--- config.mk ---
export PLATFORM = sky130hd
export DESIGN_NAME = smc_ctrl
export DESIGN_NICKNAME = d
export VERILOG_FILES = /design/src/hw/smc_pkg.sv /design/src/hw/smc_ctrl.sv
export SDC_FILE = /design/constraint.sdc
export NUM_CORES = 1
export LEC_CHECK = 0
export ABC_AREA = 1
export BUFFER_PORTS_ARGS = -buffer_cell sky130_fd_sc_hd__buf_2
export CAP_MARGIN = 20
export CORE_ASPECT_RATIO = 1.75
export CORE_MARGIN = 2
export CORE_UTILIZATION = 53
export CTS_CLUSTER_SIZE = 28
export DETAILED_ROUTE_END_ITERATION = 8
export PLACE_DENSITY = 0.8
export SLEW_MARGIN = 40
export SYNTH_ARGS = -nofsm -noshare
export SYNTH_HDL_FRONTEND = slang
export SYNTH_SLANG_ARGS = --single-unit
--- constraint.sdc ---
create_clock -name pclk -period 1.9 [get_ports pclk]
set_clock_uncertainty 0.1 [all_clocks]
set_input_delay 0.285 -clock pclk [delete_from_list [all_inputs] [get_ports pclk]]
set_output_delay 0.285 -clock pclk [all_outputs]
set_load 0.02 [all_outputs]
--- src/hw/smc_pkg.sv ---
// Package for the stop-mode and clock control block: offsets, fields, resets, timing.
package smc_pkg;

    // Register byte addresses (printed offsets are not word aligned, so index times four).
    localparam logic [7:0]  IDX_SYSTEM_CONTROL_ONE = 8'h38;     // Index of control register one.
    localparam logic [7:0]  IDX_SYSTEM_CONTROL_TWO = 8'h39;     // Index of control register two.
    localparam logic [7:0]  IDX_KEY_WAKEUP_CONTROL = 8'h3a;     // Index of key wakeup enables.
    localparam logic [7:0]  IDX_MODE_STATUS        = 8'h3b;     // Index of mode status word.
    localparam logic [11:0] ADDR_CTRL_ONE = {2'h0, IDX_SYSTEM_CONTROL_ONE, 2'h0};
    localparam logic [11:0] ADDR_CTRL_TWO = {2'h0, IDX_SYSTEM_CONTROL_TWO, 2'h0};
    localparam logic [11:0] ADDR_KEY_CTRL = {2'h0, IDX_KEY_WAKEUP_CONTROL, 2'h0};
    localparam logic [11:0] ADDR_STATUS   = {2'h0, IDX_MODE_STATUS, 2'h0};

    // Field positions in control register one.
    localparam int B1_STOP = 7;                                 // Stop start.
    localparam int B1_RELEASE_METHOD = 6;                                 // Release method.
    localparam int B1_RETURN_MODE_SELECT = 5;                                 // Return mode select.
    localparam int B1_OUTEN = 4;                                // Port output kept in stop.
    localparam int B1_WUT_HI = 3;                               // Warmup select high bit.
    localparam int B1_WUT_LO = 2;                               // Warmup select low bit.

    // Field positions in control register two.
    localparam int B2_XEN = 7;                                  // Fast oscillator enable.
    localparam int B2_XTEN = 6;                                 // Slow oscillator enable.
    localparam int B2_SYSCK = 5;                                // Main clock select.
    localparam int B2_IDLE = 4;                                 // CPU halt.
    localparam int B2_TGH = 2;                                  // Timing generator halt.

    // Reset values.
    localparam logic [7:0] RST_CTRL_ONE = 8'h00;
    localparam logic [7:0] RST_CTRL_TWO = 8'h80;
    localparam logic [3:0] RST_KEY_CTRL = 4'h0;
    localparam logic [7:0] UNDEF_FILL   = 8'h00;                // Undefined bits read this value.

    // Warm-up lengths in oscillator periods, fast then slow, by select code.
    localparam logic [19:0] WU_FAST_00 = 20'h30000;             // 3 x 2^16.
    localparam logic [19:0] WU_FAST_01 = 20'h10000;             // 2^16.
    localparam logic [19:0] WU_FAST_10 = 20'h0c000;             // 3 x 2^14.
    localparam logic [19:0] WU_FAST_11 = 20'h04000;             // 2^14.
    localparam logic [19:0] WU_SLOW_00 = 20'h06000;             // 3 x 2^13.
    localparam logic [19:0] WU_SLOW_01 = 20'h02000;             // 2^13.
    localparam logic [19:0] WU_SLOW_10 = 20'h000c0;             // 3 x 2^6.
    localparam logic [19:0] WU_SLOW_11 = 20'h00040;             // 2^6.

    // Top-level operating states.
    typedef enum logic [1:0] {ST_RUN, ST_STOP, ST_WARM} smc_state_t;

    // Oscillator and halt controls toward the clock tree, carried together.
    typedef struct packed {
        logic fast_osc_en;                                      // Fast oscillator running.
        logic slow_osc_en;                                      // Slow oscillator running.
        logic use_slow_clk;                                     // Main clock is the slow one.
        logic cpu_halt;                                         // CPU and watchdog stopped.
        logic periph_halt;                                      // Peripherals unclocked.
        logic all_halt;                                         // Stop or warm-up, all halted.
    } smc_clk_ctl_t;

endpackage : smc_pkg

--- src/hw/smc_ctrl.sv ---
// Stop-mode sequencer, oscillator control and system control registers on APB.
`timescale 1ns/1ps

// How it works
// Register two holds both oscillator enables.
// Clock select writes choice, reads clock used.
// CPU halt bit stops CPU and watchdog.
// Generator halt bit stops peripheral clocks.
// Reset when running oscillator is disabled.
// Bits three, one, zero read undefined.
// Software never sets both halts together.
// Halt bits self-clear on wake.
// Software stops peripherals before generator halt.
// Stop-start bit enters stop mode.
// Stop keeps state, oscillators off.
// Stop clears prescaler and generator divider.
// Program counter held two ahead.
// Level mode wakes on pin or keys.
// Level mode start with wake skips stop.
// Warm-up never returns to stop.
// Edge-to-level switch waits for rising edge.
// Edge mode wakes on rising pin only.
// Restart oscillators per return mode.
// Selectable warm-up delay then resume.
// Reset pin low ends stop immediately.
// Software masks interrupts around stop.
// Warm-up codes pick documented period counts.
// Return mode picks fast or slow.
// Warm-up counter clocked by restarting oscillator.
module smc_ctrl
    import smc_pkg::*;
#(
    parameter int DUAL_CLOCK = 1                                // Slow oscillator is fitted.
)(
    // APB slave.
    input  wire logic        pclk,
    input  wire logic        presetn,
    input  wire logic        psel,
    input  wire logic        penable,
    input  wire logic        pwrite,
    input  wire logic [11:0] paddr,
    input  wire logic [31:0] pwdata,
    output logic      [31:0] prdata,
    output logic             pready,
    output logic             pslverr,
    // Pins, asynchronous to pclk.
    input  wire logic        stop_pin_n,                        // Stop pin, high releases.
    input  wire logic [3:0]  key_wakeup_input,                  // Key inputs, low is asserted.
    input  wire logic        reset_pin_n,                       // External reset pin.
    // Oscillator ticks: one-cycle enables from the clock generator.
    input  wire logic        fast_osc_tick,
    input  wire logic        slow_osc_tick,
    // Wake events for the halt modes from the interrupt controller.
    input  wire logic        cpu_halt_wake,
    input  wire logic        periph_halt_wake,
    // Core side.
    input  wire logic [15:0] stop_insn_pc,                      // Address of the stop instruction.
    output smc_clk_ctl_t     clk_ctl,
    output logic             clear_dividers,                    // Prescaler and divider cleared.
    output logic [15:0]      held_pc,
    output logic             port_hold,                         // Port outputs kept in stop.
    output logic             sys_reset_req                      // Internal reset request.
);

    localparam logic [15:0] PC_STEP  = 16'h0002;                // Bytes of the stop instruction.
    localparam logic [19:0] CNT_ONE  = 20'h00001;

    // Register state.
    logic [7:0]  ctrl_one_ff;                                   // Control one, stop bit excluded.
    logic        xen_ff;
    logic        xten_ff;
    logic        sel_slow_ff;                                   // Requested main clock.
    logic        use_slow_ff;                                   // Clock actually in use.
    logic        idle_ff;
    logic        tgh_ff;
    logic [3:0]  key_ctrl_ff;
    logic        reset_req_ff;
    smc_state_t  state_ff;
    logic [19:0] warm_cnt_ff;
    logic [19:0] warm_goal_ff;
    logic        warm_slow_ff;                                  // Warm-up counts slow ticks.
    logic        level_armed_ff;                                // Level mode has taken effect.
    logic [15:0] held_pc_ff;
    logic        clr_div_ff;

    // Pin synchronisers: first stage feeds only the second.
    logic [1:0]  stop_sync_ff;
    logic [3:0]  key_s1_ff;
    logic [3:0]  key_s2_ff;
    logic [1:0]  rst_sync_ff;
    logic        stop_prev_ff;                                  // Delayed synced pin for edges.

    // Decoded bus strokes and pin events.
    logic        wr_en;
    logic        rd_en;
    logic        stop_high;
    logic        stop_rise;
    logic        key_wake;
    logic        level_wake;
    logic        pin_reset;

    // The slave always answers in the access cycle; unmapped reads give zero, no error.
    // Read data is loaded in the setup cycle, so it already stands at the access edge.
    assign pready  = 1'b1;
    assign pslverr = 1'b0;
    assign wr_en   = psel & penable & pwrite;
    assign rd_en   = psel & ~penable & ~pwrite;

    // Synchronise every pin through two flip-flops.
    always_ff @(posedge pclk or negedge presetn)
    begin
        if (!presetn)
        begin
            // Stop pin stages start high so a high pin gives no false edge after reset.
            stop_sync_ff <= 2'h3;
            key_s1_ff    <= 4'hf;
            key_s2_ff    <= 4'hf;
            rst_sync_ff  <= 2'h3;
            stop_prev_ff <= 1'b1;
        end
        else
        begin
            stop_sync_ff <= {stop_sync_ff[0], stop_pin_n};
            key_s1_ff    <= key_wakeup_input;
            key_s2_ff    <= key_s1_ff;
            rst_sync_ff  <= {rst_sync_ff[0], reset_pin_n};
            stop_prev_ff <= stop_sync_ff[1];
        end
    end

    assign stop_high  = stop_sync_ff[1];
    assign stop_rise  = stop_sync_ff[1] & ~stop_prev_ff;
    assign key_wake   = |(~key_s2_ff & key_ctrl_ff);
    assign level_wake = stop_high | key_wake;
    assign pin_reset  = ~rst_sync_ff[1];

    // Warm-up length from the select code and the oscillator being waited on.
    function automatic logic [19:0] warm_len(input logic [1:0] code, input logic slow);
        logic [19:0] len;
        len = WU_FAST_00;
        case ({slow, code})
            3'h0: len = WU_FAST_00;
            3'h1: len = WU_FAST_01;
            3'h2: len = WU_FAST_10;
            3'h3: len = WU_FAST_11;
            3'h4: len = WU_SLOW_00;
            3'h5: len = WU_SLOW_01;
            3'h6: len = WU_SLOW_10;
            default: len = WU_SLOW_11;
        endcase
        return len;
    endfunction : warm_len

    // Control register one and the key wakeup enables.
    always_ff @(posedge pclk or negedge presetn)
    begin
        if (!presetn)
        begin
            ctrl_one_ff <= RST_CTRL_ONE;
            key_ctrl_ff <= RST_KEY_CTRL;
        end
        else if (wr_en && paddr == ADDR_CTRL_ONE && state_ff == ST_RUN)
        begin
            // The stop bit is an action, not stored.
            ctrl_one_ff <= {1'b0, pwdata[6:2], 2'h0};
        end
        else if (wr_en && paddr == ADDR_KEY_CTRL)
        begin
            key_ctrl_ff <= pwdata[3:0];
        end
    end

    // Level mode is armed by a rising pin edge after a switch from edge mode.
    always_ff @(posedge pclk or negedge presetn)
    begin
        if (!presetn)
        begin
            level_armed_ff <= 1'b0;
        end
        else if (!ctrl_one_ff[B1_RELEASE_METHOD])
        begin
            // Edge mode disarms; the next switch must wait again.
            level_armed_ff <= 1'b0;
        end
        else if (stop_rise)
        begin
            level_armed_ff <= 1'b1;
        end
    end

    // Operating state machine: run, stop, warm-up.
    always_ff @(posedge pclk or negedge presetn)
    begin
        if (!presetn)
        begin
            state_ff     <= ST_RUN;
            warm_cnt_ff  <= 20'h0;
            warm_goal_ff <= 20'h0;
            warm_slow_ff <= 1'b0;
            held_pc_ff   <= 16'h0;
            clr_div_ff   <= 1'b0;
        end
        else if (pin_reset)
        begin
            // Reset pin ends stop at once with no warm-up wait.
            state_ff   <= ST_RUN;
            clr_div_ff <= 1'b0;
        end
        else
        begin
            case (state_ff)
                ST_RUN:
                begin
                    clr_div_ff <= 1'b0;
                    if (wr_en && paddr == ADDR_CTRL_ONE && pwdata[B1_STOP])
                    begin
                        held_pc_ff   <= stop_insn_pc + PC_STEP;
                        clr_div_ff   <= 1'b1;
                        warm_slow_ff <= pwdata[B1_RETURN_MODE_SELECT] & (DUAL_CLOCK != 0);
                        warm_goal_ff <= warm_len(pwdata[B1_WUT_HI:B1_WUT_LO],
                                                 pwdata[B1_RETURN_MODE_SELECT] & (DUAL_CLOCK != 0));
                        warm_cnt_ff  <= 20'h0;
                        // Armed level mode with wake present skips stop.
                        if (pwdata[B1_RELEASE_METHOD] && level_armed_ff && level_wake)
                            state_ff <= ST_WARM;
                        else
                            state_ff <= ST_STOP;
                    end
                end
                ST_STOP:
                begin
                    clr_div_ff  <= 1'b1;
                    warm_cnt_ff <= 20'h0;
                    if (ctrl_one_ff[B1_RELEASE_METHOD] && level_armed_ff && level_wake)
                        state_ff <= ST_WARM;
                    else if (stop_rise)
                        state_ff <= ST_WARM;
                end
                ST_WARM:
                begin
                    // No path back to stop: pin level is ignored here.
                    clr_div_ff <= 1'b1;
                    if ((warm_slow_ff ? slow_osc_tick : fast_osc_tick))
                        warm_cnt_ff <= warm_cnt_ff + CNT_ONE;
                    if (warm_cnt_ff >= warm_goal_ff)
                        state_ff <= ST_RUN;
                end
                default:
                begin
                    state_ff <= ST_RUN;
                end
            endcase
        end
    end

    // Oscillator enables and clock select of control register two.
    always_ff @(posedge pclk or negedge presetn)
    begin
        if (!presetn)
        begin
            xen_ff      <= RST_CTRL_TWO[B2_XEN];
            xten_ff     <= RST_CTRL_TWO[B2_XTEN];
            sel_slow_ff <= RST_CTRL_TWO[B2_SYSCK];
            use_slow_ff <= RST_CTRL_TWO[B2_SYSCK];
        end
        else if (pin_reset || reset_req_ff)
        begin
            // Any reset returns to fast single-clock run.
            xen_ff      <= 1'b1;
            xten_ff     <= 1'b0;
            sel_slow_ff <= 1'b0;
            use_slow_ff <= 1'b0;
        end
        else if (state_ff == ST_WARM && warm_cnt_ff == 20'h0)
        begin
            // Restart per return mode: slow only, or fast, keeping slow on if dual and it was enabled before.
            xen_ff      <= ~warm_slow_ff;
            xten_ff     <= warm_slow_ff | (xten_ff & (DUAL_CLOCK != 0));
            sel_slow_ff <= warm_slow_ff;
            use_slow_ff <= warm_slow_ff;
        end
        else if (wr_en && paddr == ADDR_CTRL_TWO && state_ff == ST_RUN)
        begin
            xen_ff      <= pwdata[B2_XEN];
            xten_ff     <= pwdata[B2_XTEN] & (DUAL_CLOCK != 0);
            sel_slow_ff <= pwdata[B2_SYSCK];
        end
        else if (sel_slow_ff != use_slow_ff)
        begin
            // Switch only once the target oscillator ticks, so the monitor lags.
            if (sel_slow_ff ? (xten_ff && slow_osc_tick) : (xen_ff && fast_osc_tick))
                use_slow_ff <= sel_slow_ff;
        end
    end

    // Halt bits: set by software, self-cleared on wake; a same-cycle set wins over the wake.
    always_ff @(posedge pclk or negedge presetn)
    begin
        if (!presetn)
        begin
            idle_ff <= RST_CTRL_TWO[B2_IDLE];
            tgh_ff  <= RST_CTRL_TWO[B2_TGH];
        end
        else if (pin_reset || reset_req_ff)
        begin
            idle_ff <= 1'b0;
            tgh_ff  <= 1'b0;
        end
        else
        begin
            if (wr_en && paddr == ADDR_CTRL_TWO && pwdata[B2_IDLE])
                idle_ff <= 1'b1;
            else if (idle_ff && cpu_halt_wake)
                idle_ff <= 1'b0;
            if (wr_en && paddr == ADDR_CTRL_TWO && pwdata[B2_TGH])
                tgh_ff <= 1'b1;
            else if (tgh_ff && periph_halt_wake)
                tgh_ff <= 1'b0;
        end
    end

    // Reset when the oscillator feeding the main clock, or both, are off.
    always_ff @(posedge pclk or negedge presetn)
    begin
        if (!presetn)
            reset_req_ff <= 1'b0;
        else
            reset_req_ff <= state_ff == ST_RUN &&
                            ((!xen_ff && !xten_ff) || (!xen_ff && !use_slow_ff) ||
                             (!xten_ff && use_slow_ff));
    end

    // Read data register; undefined bits return the fill value.
    always_ff @(posedge pclk or negedge presetn)
    begin
        if (!presetn)
            prdata <= 32'h0;
        else if (rd_en && paddr == ADDR_CTRL_ONE)
            prdata <= {24'h0, 1'b0, ctrl_one_ff[6:2], UNDEF_FILL[1:0]};
        else if (rd_en && paddr == ADDR_CTRL_TWO)
            prdata <= {24'h0, xen_ff, xten_ff, use_slow_ff, idle_ff,
                       UNDEF_FILL[3], tgh_ff, UNDEF_FILL[1:0]};
        else if (rd_en && paddr == ADDR_KEY_CTRL)
            prdata <= {28'h0, key_ctrl_ff};
        else if (rd_en && paddr == ADDR_STATUS)
            prdata <= {28'h0, level_armed_ff, stop_high, state_ff};
        else if (rd_en)
            prdata <= 32'h0;
    end

    // Outputs toward the core and clock tree.
    always_comb
    begin
        clk_ctl.fast_osc_en  = xen_ff & (state_ff != ST_STOP);
        clk_ctl.slow_osc_en  = xten_ff & (state_ff != ST_STOP);
        clk_ctl.use_slow_clk = use_slow_ff;
        clk_ctl.cpu_halt     = idle_ff;
        clk_ctl.periph_halt  = tgh_ff;
        clk_ctl.all_halt     = state_ff != ST_RUN;
    end
    assign clear_dividers = clr_div_ff;
    assign held_pc        = held_pc_ff;
    assign port_hold      = ctrl_one_ff[B1_OUTEN];
    assign sys_reset_req  = reset_req_ff | pin_reset;

    // Checks.
    stop_enter_a: assert property (@(posedge pclk) disable iff (!presetn)
        (state_ff == ST_RUN && !pin_reset && wr_en && paddr == ADDR_CTRL_ONE && pwdata[B1_STOP])
        |=> state_ff != ST_RUN) else $error("stop write ignored");
    pc_hold_a: assert property (@(posedge pclk) disable iff (!presetn)
        state_ff == ST_STOP |=> $stable(held_pc))
        else $error("pc moved in stop");
    osc_off_a: assert property (@(posedge pclk) disable iff (!presetn)
        state_ff == ST_STOP |-> !clk_ctl.fast_osc_en && !clk_ctl.slow_osc_en)
        else $error("oscillator on in stop");
    warm_stay_a: assert property (@(posedge pclk) disable iff (!presetn)
        state_ff == ST_WARM |=> state_ff != ST_STOP)
        else $error("warm-up fell back to stop");
    pin_reset_a: assert property (@(posedge pclk) disable iff (!presetn)
        pin_reset |=> state_ff == ST_RUN)
        else $error("reset pin did not end stop");
    div_clear_a: assert property (@(posedge pclk) disable iff (!presetn)
        state_ff == ST_STOP |-> clear_dividers)
        else $error("dividers not cleared in stop");
    osc_reset_a: assert property (@(posedge pclk) disable iff (!presetn)
        (state_ff == ST_RUN && !xen_ff && !xten_ff) |=> sys_reset_req)
        else $error("no reset with both oscillators off");
    edge_only_a: assert property (@(posedge pclk) disable iff (!presetn)
        (state_ff == ST_STOP && !ctrl_one_ff[B1_RELEASE_METHOD] && !stop_rise && !pin_reset)
        |=> state_ff == ST_STOP) else $error("edge mode left stop without edge");

endmodule : smc_ctrl

==> impl_results.md <==
- Status: completed
- Register-to-register setup slack: roughly 0.090 ns
- Switching part of the total: 0.260
- Setup ws final: between 0.07 and 0.08 ns
- DRT iter0 DRCs: between 200 and 300
- Detail Route Antenna Nets: 0
- Sw Pwr: approximately 1.1 mW
- # DRC: 0
- Setup crit end kind: primary output
- Synth Area in Simple Gates: 0.276
- Cell family with most CP delay: flip-flops
- Main combinational cell family by area after synthesis: simple AND/OR/NAND/NOR gates
- Seq/Total Area, Yosys: 0.429
- DR vias/cell: just over 5
- Synthesized netlist cell count: around 650
- Crit Reg-Reg Startpoint: warm_cnt_ff[1]
- Diode count: 0
- Num CTS Buffers: 9
- RSZ-0062 raised after global routing: yes
- Reg-to-Reg End: warm_cnt_ff[14]
- DIE WIDTH: roughly 77 µm
- Hold path startpoint: stop_insn_pc[0]
- Complex-gate fraction of the synthesized area: 0.0779
- GRT Resource Usage Total: 0.247
- Layout filler cell count: between 700 and 800
- Dpl cells: approximately 850
- Total Power: about 4.2 mW
- CP Cell Sequence: inv_1, nor2_4, inv_1, buf_2
- Clock Tree Root: clkbuf_16
- Final Hold Fails: 0
- Kind of critical path: reg -> out
- Crit-path max FO: 6
- Min-delay worst type: in -> reg
- Crit path max-delay cell type: dfstp_2
- Skew-Pair Late Insertion Delay: 0.34 ns
- PwrDens: 709 nW/µm²
- Via count: 4499
- Number of global-route vias before repair: about 4400
- Adder-cell share of the synthesized area: 0.0351
- Internal power: 3.11 mW
- Startpoint Class: flip-flop
- Xor/xnor share of the synthesized area: 0.0421
- Num rows: 46
- Top_reg_cell synth: dfrtp_1
- Final Setup Violations: 0
- Largest net degree at the start of global routing: 48
- Setup WS pre-CTS: 0.0822 ns
- Area Growth Syn to Fin: 18.6%
- Synth warn: 0
- Core area: 9090 µm²
- First-pass GRT wire length: 20100 µm
- Number of synthesized register bits: 85
- Power share of the combinational group: 0.124
- Initial Util: 0.549
- Maximum vdd ir drop: between 600 and 700 µV
- Sink Count: 85
- Max-slew violations: 0
- Critical Path AT: around 1.4 ns
- Distinct cells, synth: 42
- Maxcap violations: 0
- GP Congestion: 0.931
- Multi-input gate area: roughly 2300 µm²
- Fraction of layout cells with a size suffix above 1: 0.219
- Sequential Power Share: 0.460
- Worst path most repeated cell: inv_1
- Syn_area_per_cell: between 7 and 8 µm²
- Deepest clock path buffer count: 2
- CP bufs+invs: 3
- Static leakage: about 3.1 nW
- Drt pass-1 iters: 5
- Mux cell area share after synthesis: 0.00676
- PortBufs: 83
- Final core utilization: 0.652
- Final cell count without fillers: ~880
- Required @ worst endpoint: around 1.5 ns
- Clock-pin slew on the worst setup and hold paths: approximately 0.06 ns
- Number of flops mapped to enable cells by yosys: 0
- Reg2Reg Depth: 8
- Post-DP HPWL: between 9000 and 10000 µm
- Max Freq: between 500 and 600 MHz
- Crit path largest cell delay: 0.58 ns
- Die H: between 100 and 150 µm
- Tmin final: between 1.5 and 2 ns
- Total Wirelength: 12100 µm
- Synthesized area: 5000 µm²
- Nets@finish: between 800 and 900
- Grt ovf: 0
- Routed length per instance: 13.8 µm
- Die ar.: slightly above 10000 µm²
- IO Pins: ~130
- Final period util: 0.960
- Clk pwr share: 0.415
- CTS H-tree lvls: 3
- WHS Endpoint: held_pc[0]
- Reg area: 2140 µm²
- CTS tree: built
- Antenna violations before repair: 0
- Hold depth: 3
- Async set or reset register ratio after synthesis: 1.00
## cells in the mapped netlist, types with 2 or more instances
master,n,area share
o221ai_1,2,0.0035
xnor2_1,4,0.0070
nand3_2,2,0.0040
nand2_2,4,0.0050
nand3_1,50,0.050
conb_1,2,0.0015
buf_6,4,0.0090
nor3_1,16,0.016
o22ai_1,4,0.0050
buf_4,30,0.045
nor2_1,55,0.041
dfstp_2,14,0.074
buf_2,2,0.0020
dfrtp_1,71,0.36
nor2_2,4,0.0050
nor3b_1,2,0.0030
o21ai_0,37,0.037
mux2_2,3,0.0068
o21ai_2,3,0.0053
inv_1,91,0.068
a21oi_1,9,0.0090
inv_2,3,0.0023
ha_1,14,0.035
nand4_1,13,0.016
nor2_4,3,0.0068
clkbuf_1,3,0.0023
o21ai_1,5,0.0050
xor2_1,20,0.035
nand2_1,162,0.12
## worst reg2reg max path, cell delays in order, from the launching register on
cell and delay (ns):
dfrtp_1 0.39, ha_1 0.27, nand2_1 0.10, nor3_1 0.27, nand3_1 0.16, xor2_1 0.18
nor2_1 0.12, nand2_1 0.07, o21ai_0 0.07
## flip-flops by register name, summed over array words and instances (netlist names), 2 cells and up
| register | count |
|---|---|
| state_ff | 2 |
| prdata | 8 |
| key_ctrl_ff | 4 |
| key_s2_ff | 4 |
| key_s1_ff | 4 |
| rst_sync_ff | 2 |
| stop_sync_ff | 2 |
| held_pc | 16 |
| ctrl_one_ff | 5 |
| warm_cnt_ff | 20 |
| warm_goal_ff | 7 |
## power by group through the flow
stage          clock network [mW]  logic (mW)  registers (mW)
2_1_floorplan                   0       0.346            1.94
3_3_place_gp                    0       0.490            1.96
3_5_place_dp                    0       0.502            1.96
4_1_cts                      1.77       0.518            1.93
5_1_grt                      1.85       0.584            1.94
6_report                     1.74       0.523            1.93
## cell families after synthesis
| group | count (synthesis) |
|---|---|
| AOI/OAI and AO/OA | 67 |
| xor gates and xnor gates | 24 |
| adders and majority gates | 14 |
| buffers and inverters | 135 |
| DFF | 85 |
| muxes | 3 |
| other | 2 |
| and+or+nand+nor | 315 |
## layout make-up
cell class | instances | share of cell area
well taps | 120 | 0.0253
inverters | 95 | 0.0602
multi-input cells | 449 | 0.388
flip-flops and latches | 85 | 0.362
repair buffers | 112 | 0.115
clock buffers | 12 | 0.0416
clock inverters | 4 | 0.00823
## routing by layer
metal,wire length (µm),GRT usage,share of wire,vias up
met5,0,0,0,-
met3,458,0.0382,0.038,38
met1,4380,0.251,0.36,2110
li1,-,-,-,2216
met2,6820,0.470,0.56,135
met4,468,0.136,0.039,0
## through the flow
step / hold slack, ns / cell area (µm²) / TNS (ns)
after floorplan: -0.111 / 5090 / 0
after global placement: 0.0593 / 5520 / 0
after detailed placement: 0.0626 / 5520 / 0
after CTS: 0.0521 / 5900 / 0
after global routing: 0.0783 / 5930 / -0.186
final: 0.0587 / 5930 / 0
## how the worst max path moves through the flow
stage	from	endpoint	slack, ns	depth (start not counted)
after floorplan	state_ff[0]	held_pc[13]	0.16	9
after global placement	warm_cnt_ff[1]	xten_ff	0.14	11
after detailed placement	warm_cnt_ff[1]	sel_slow_ff	0.08	11
after CTS	state_ff[1]	clk_ctl[0]	0.006	5
after global routing	warm_cnt_ff[0]	xten_ff	-0.06	11
final	rst_sync_ff[1]	sys_reset_req	0.08	4
## cell usage in the layout (no fill, tap or decap), types with 3 or more instances in the layout
cell	count
xnor2_1	4
dlygate4sd3_1	7
nor2_4	4
xor2_1	20
dfrtp_1	71
nor2_1	54
nand2_2	5
nor3_1	16
nand2_1	161
nand4_1	13
buf_2	81
ha_1	13
inv_2	7
o21ai_0	37
o21ai_1	5
o21ai_2	3
inv_1	87
a21oi_1	9
nand3_1	50
mux2_2	3
conb_1	26
o22ai_1	4
buf_4	22
clkbuf_16	9
dfstp_2	14
nor2_2	4
## timing repair
| item | CTS | global route |
|---|---|---|
| resized for setup | 1 | 8 |
| pin swaps | 0 | 1 |
| buffers inserted | 1 | 2 |
| hold buffers | 7 | 0 |
| endpoints found under the hold margin | 20 | 0 |
| endpoints found under the setup margin | 2 | 9 |
Note: power is estimated with default switching activity, not from simulation.
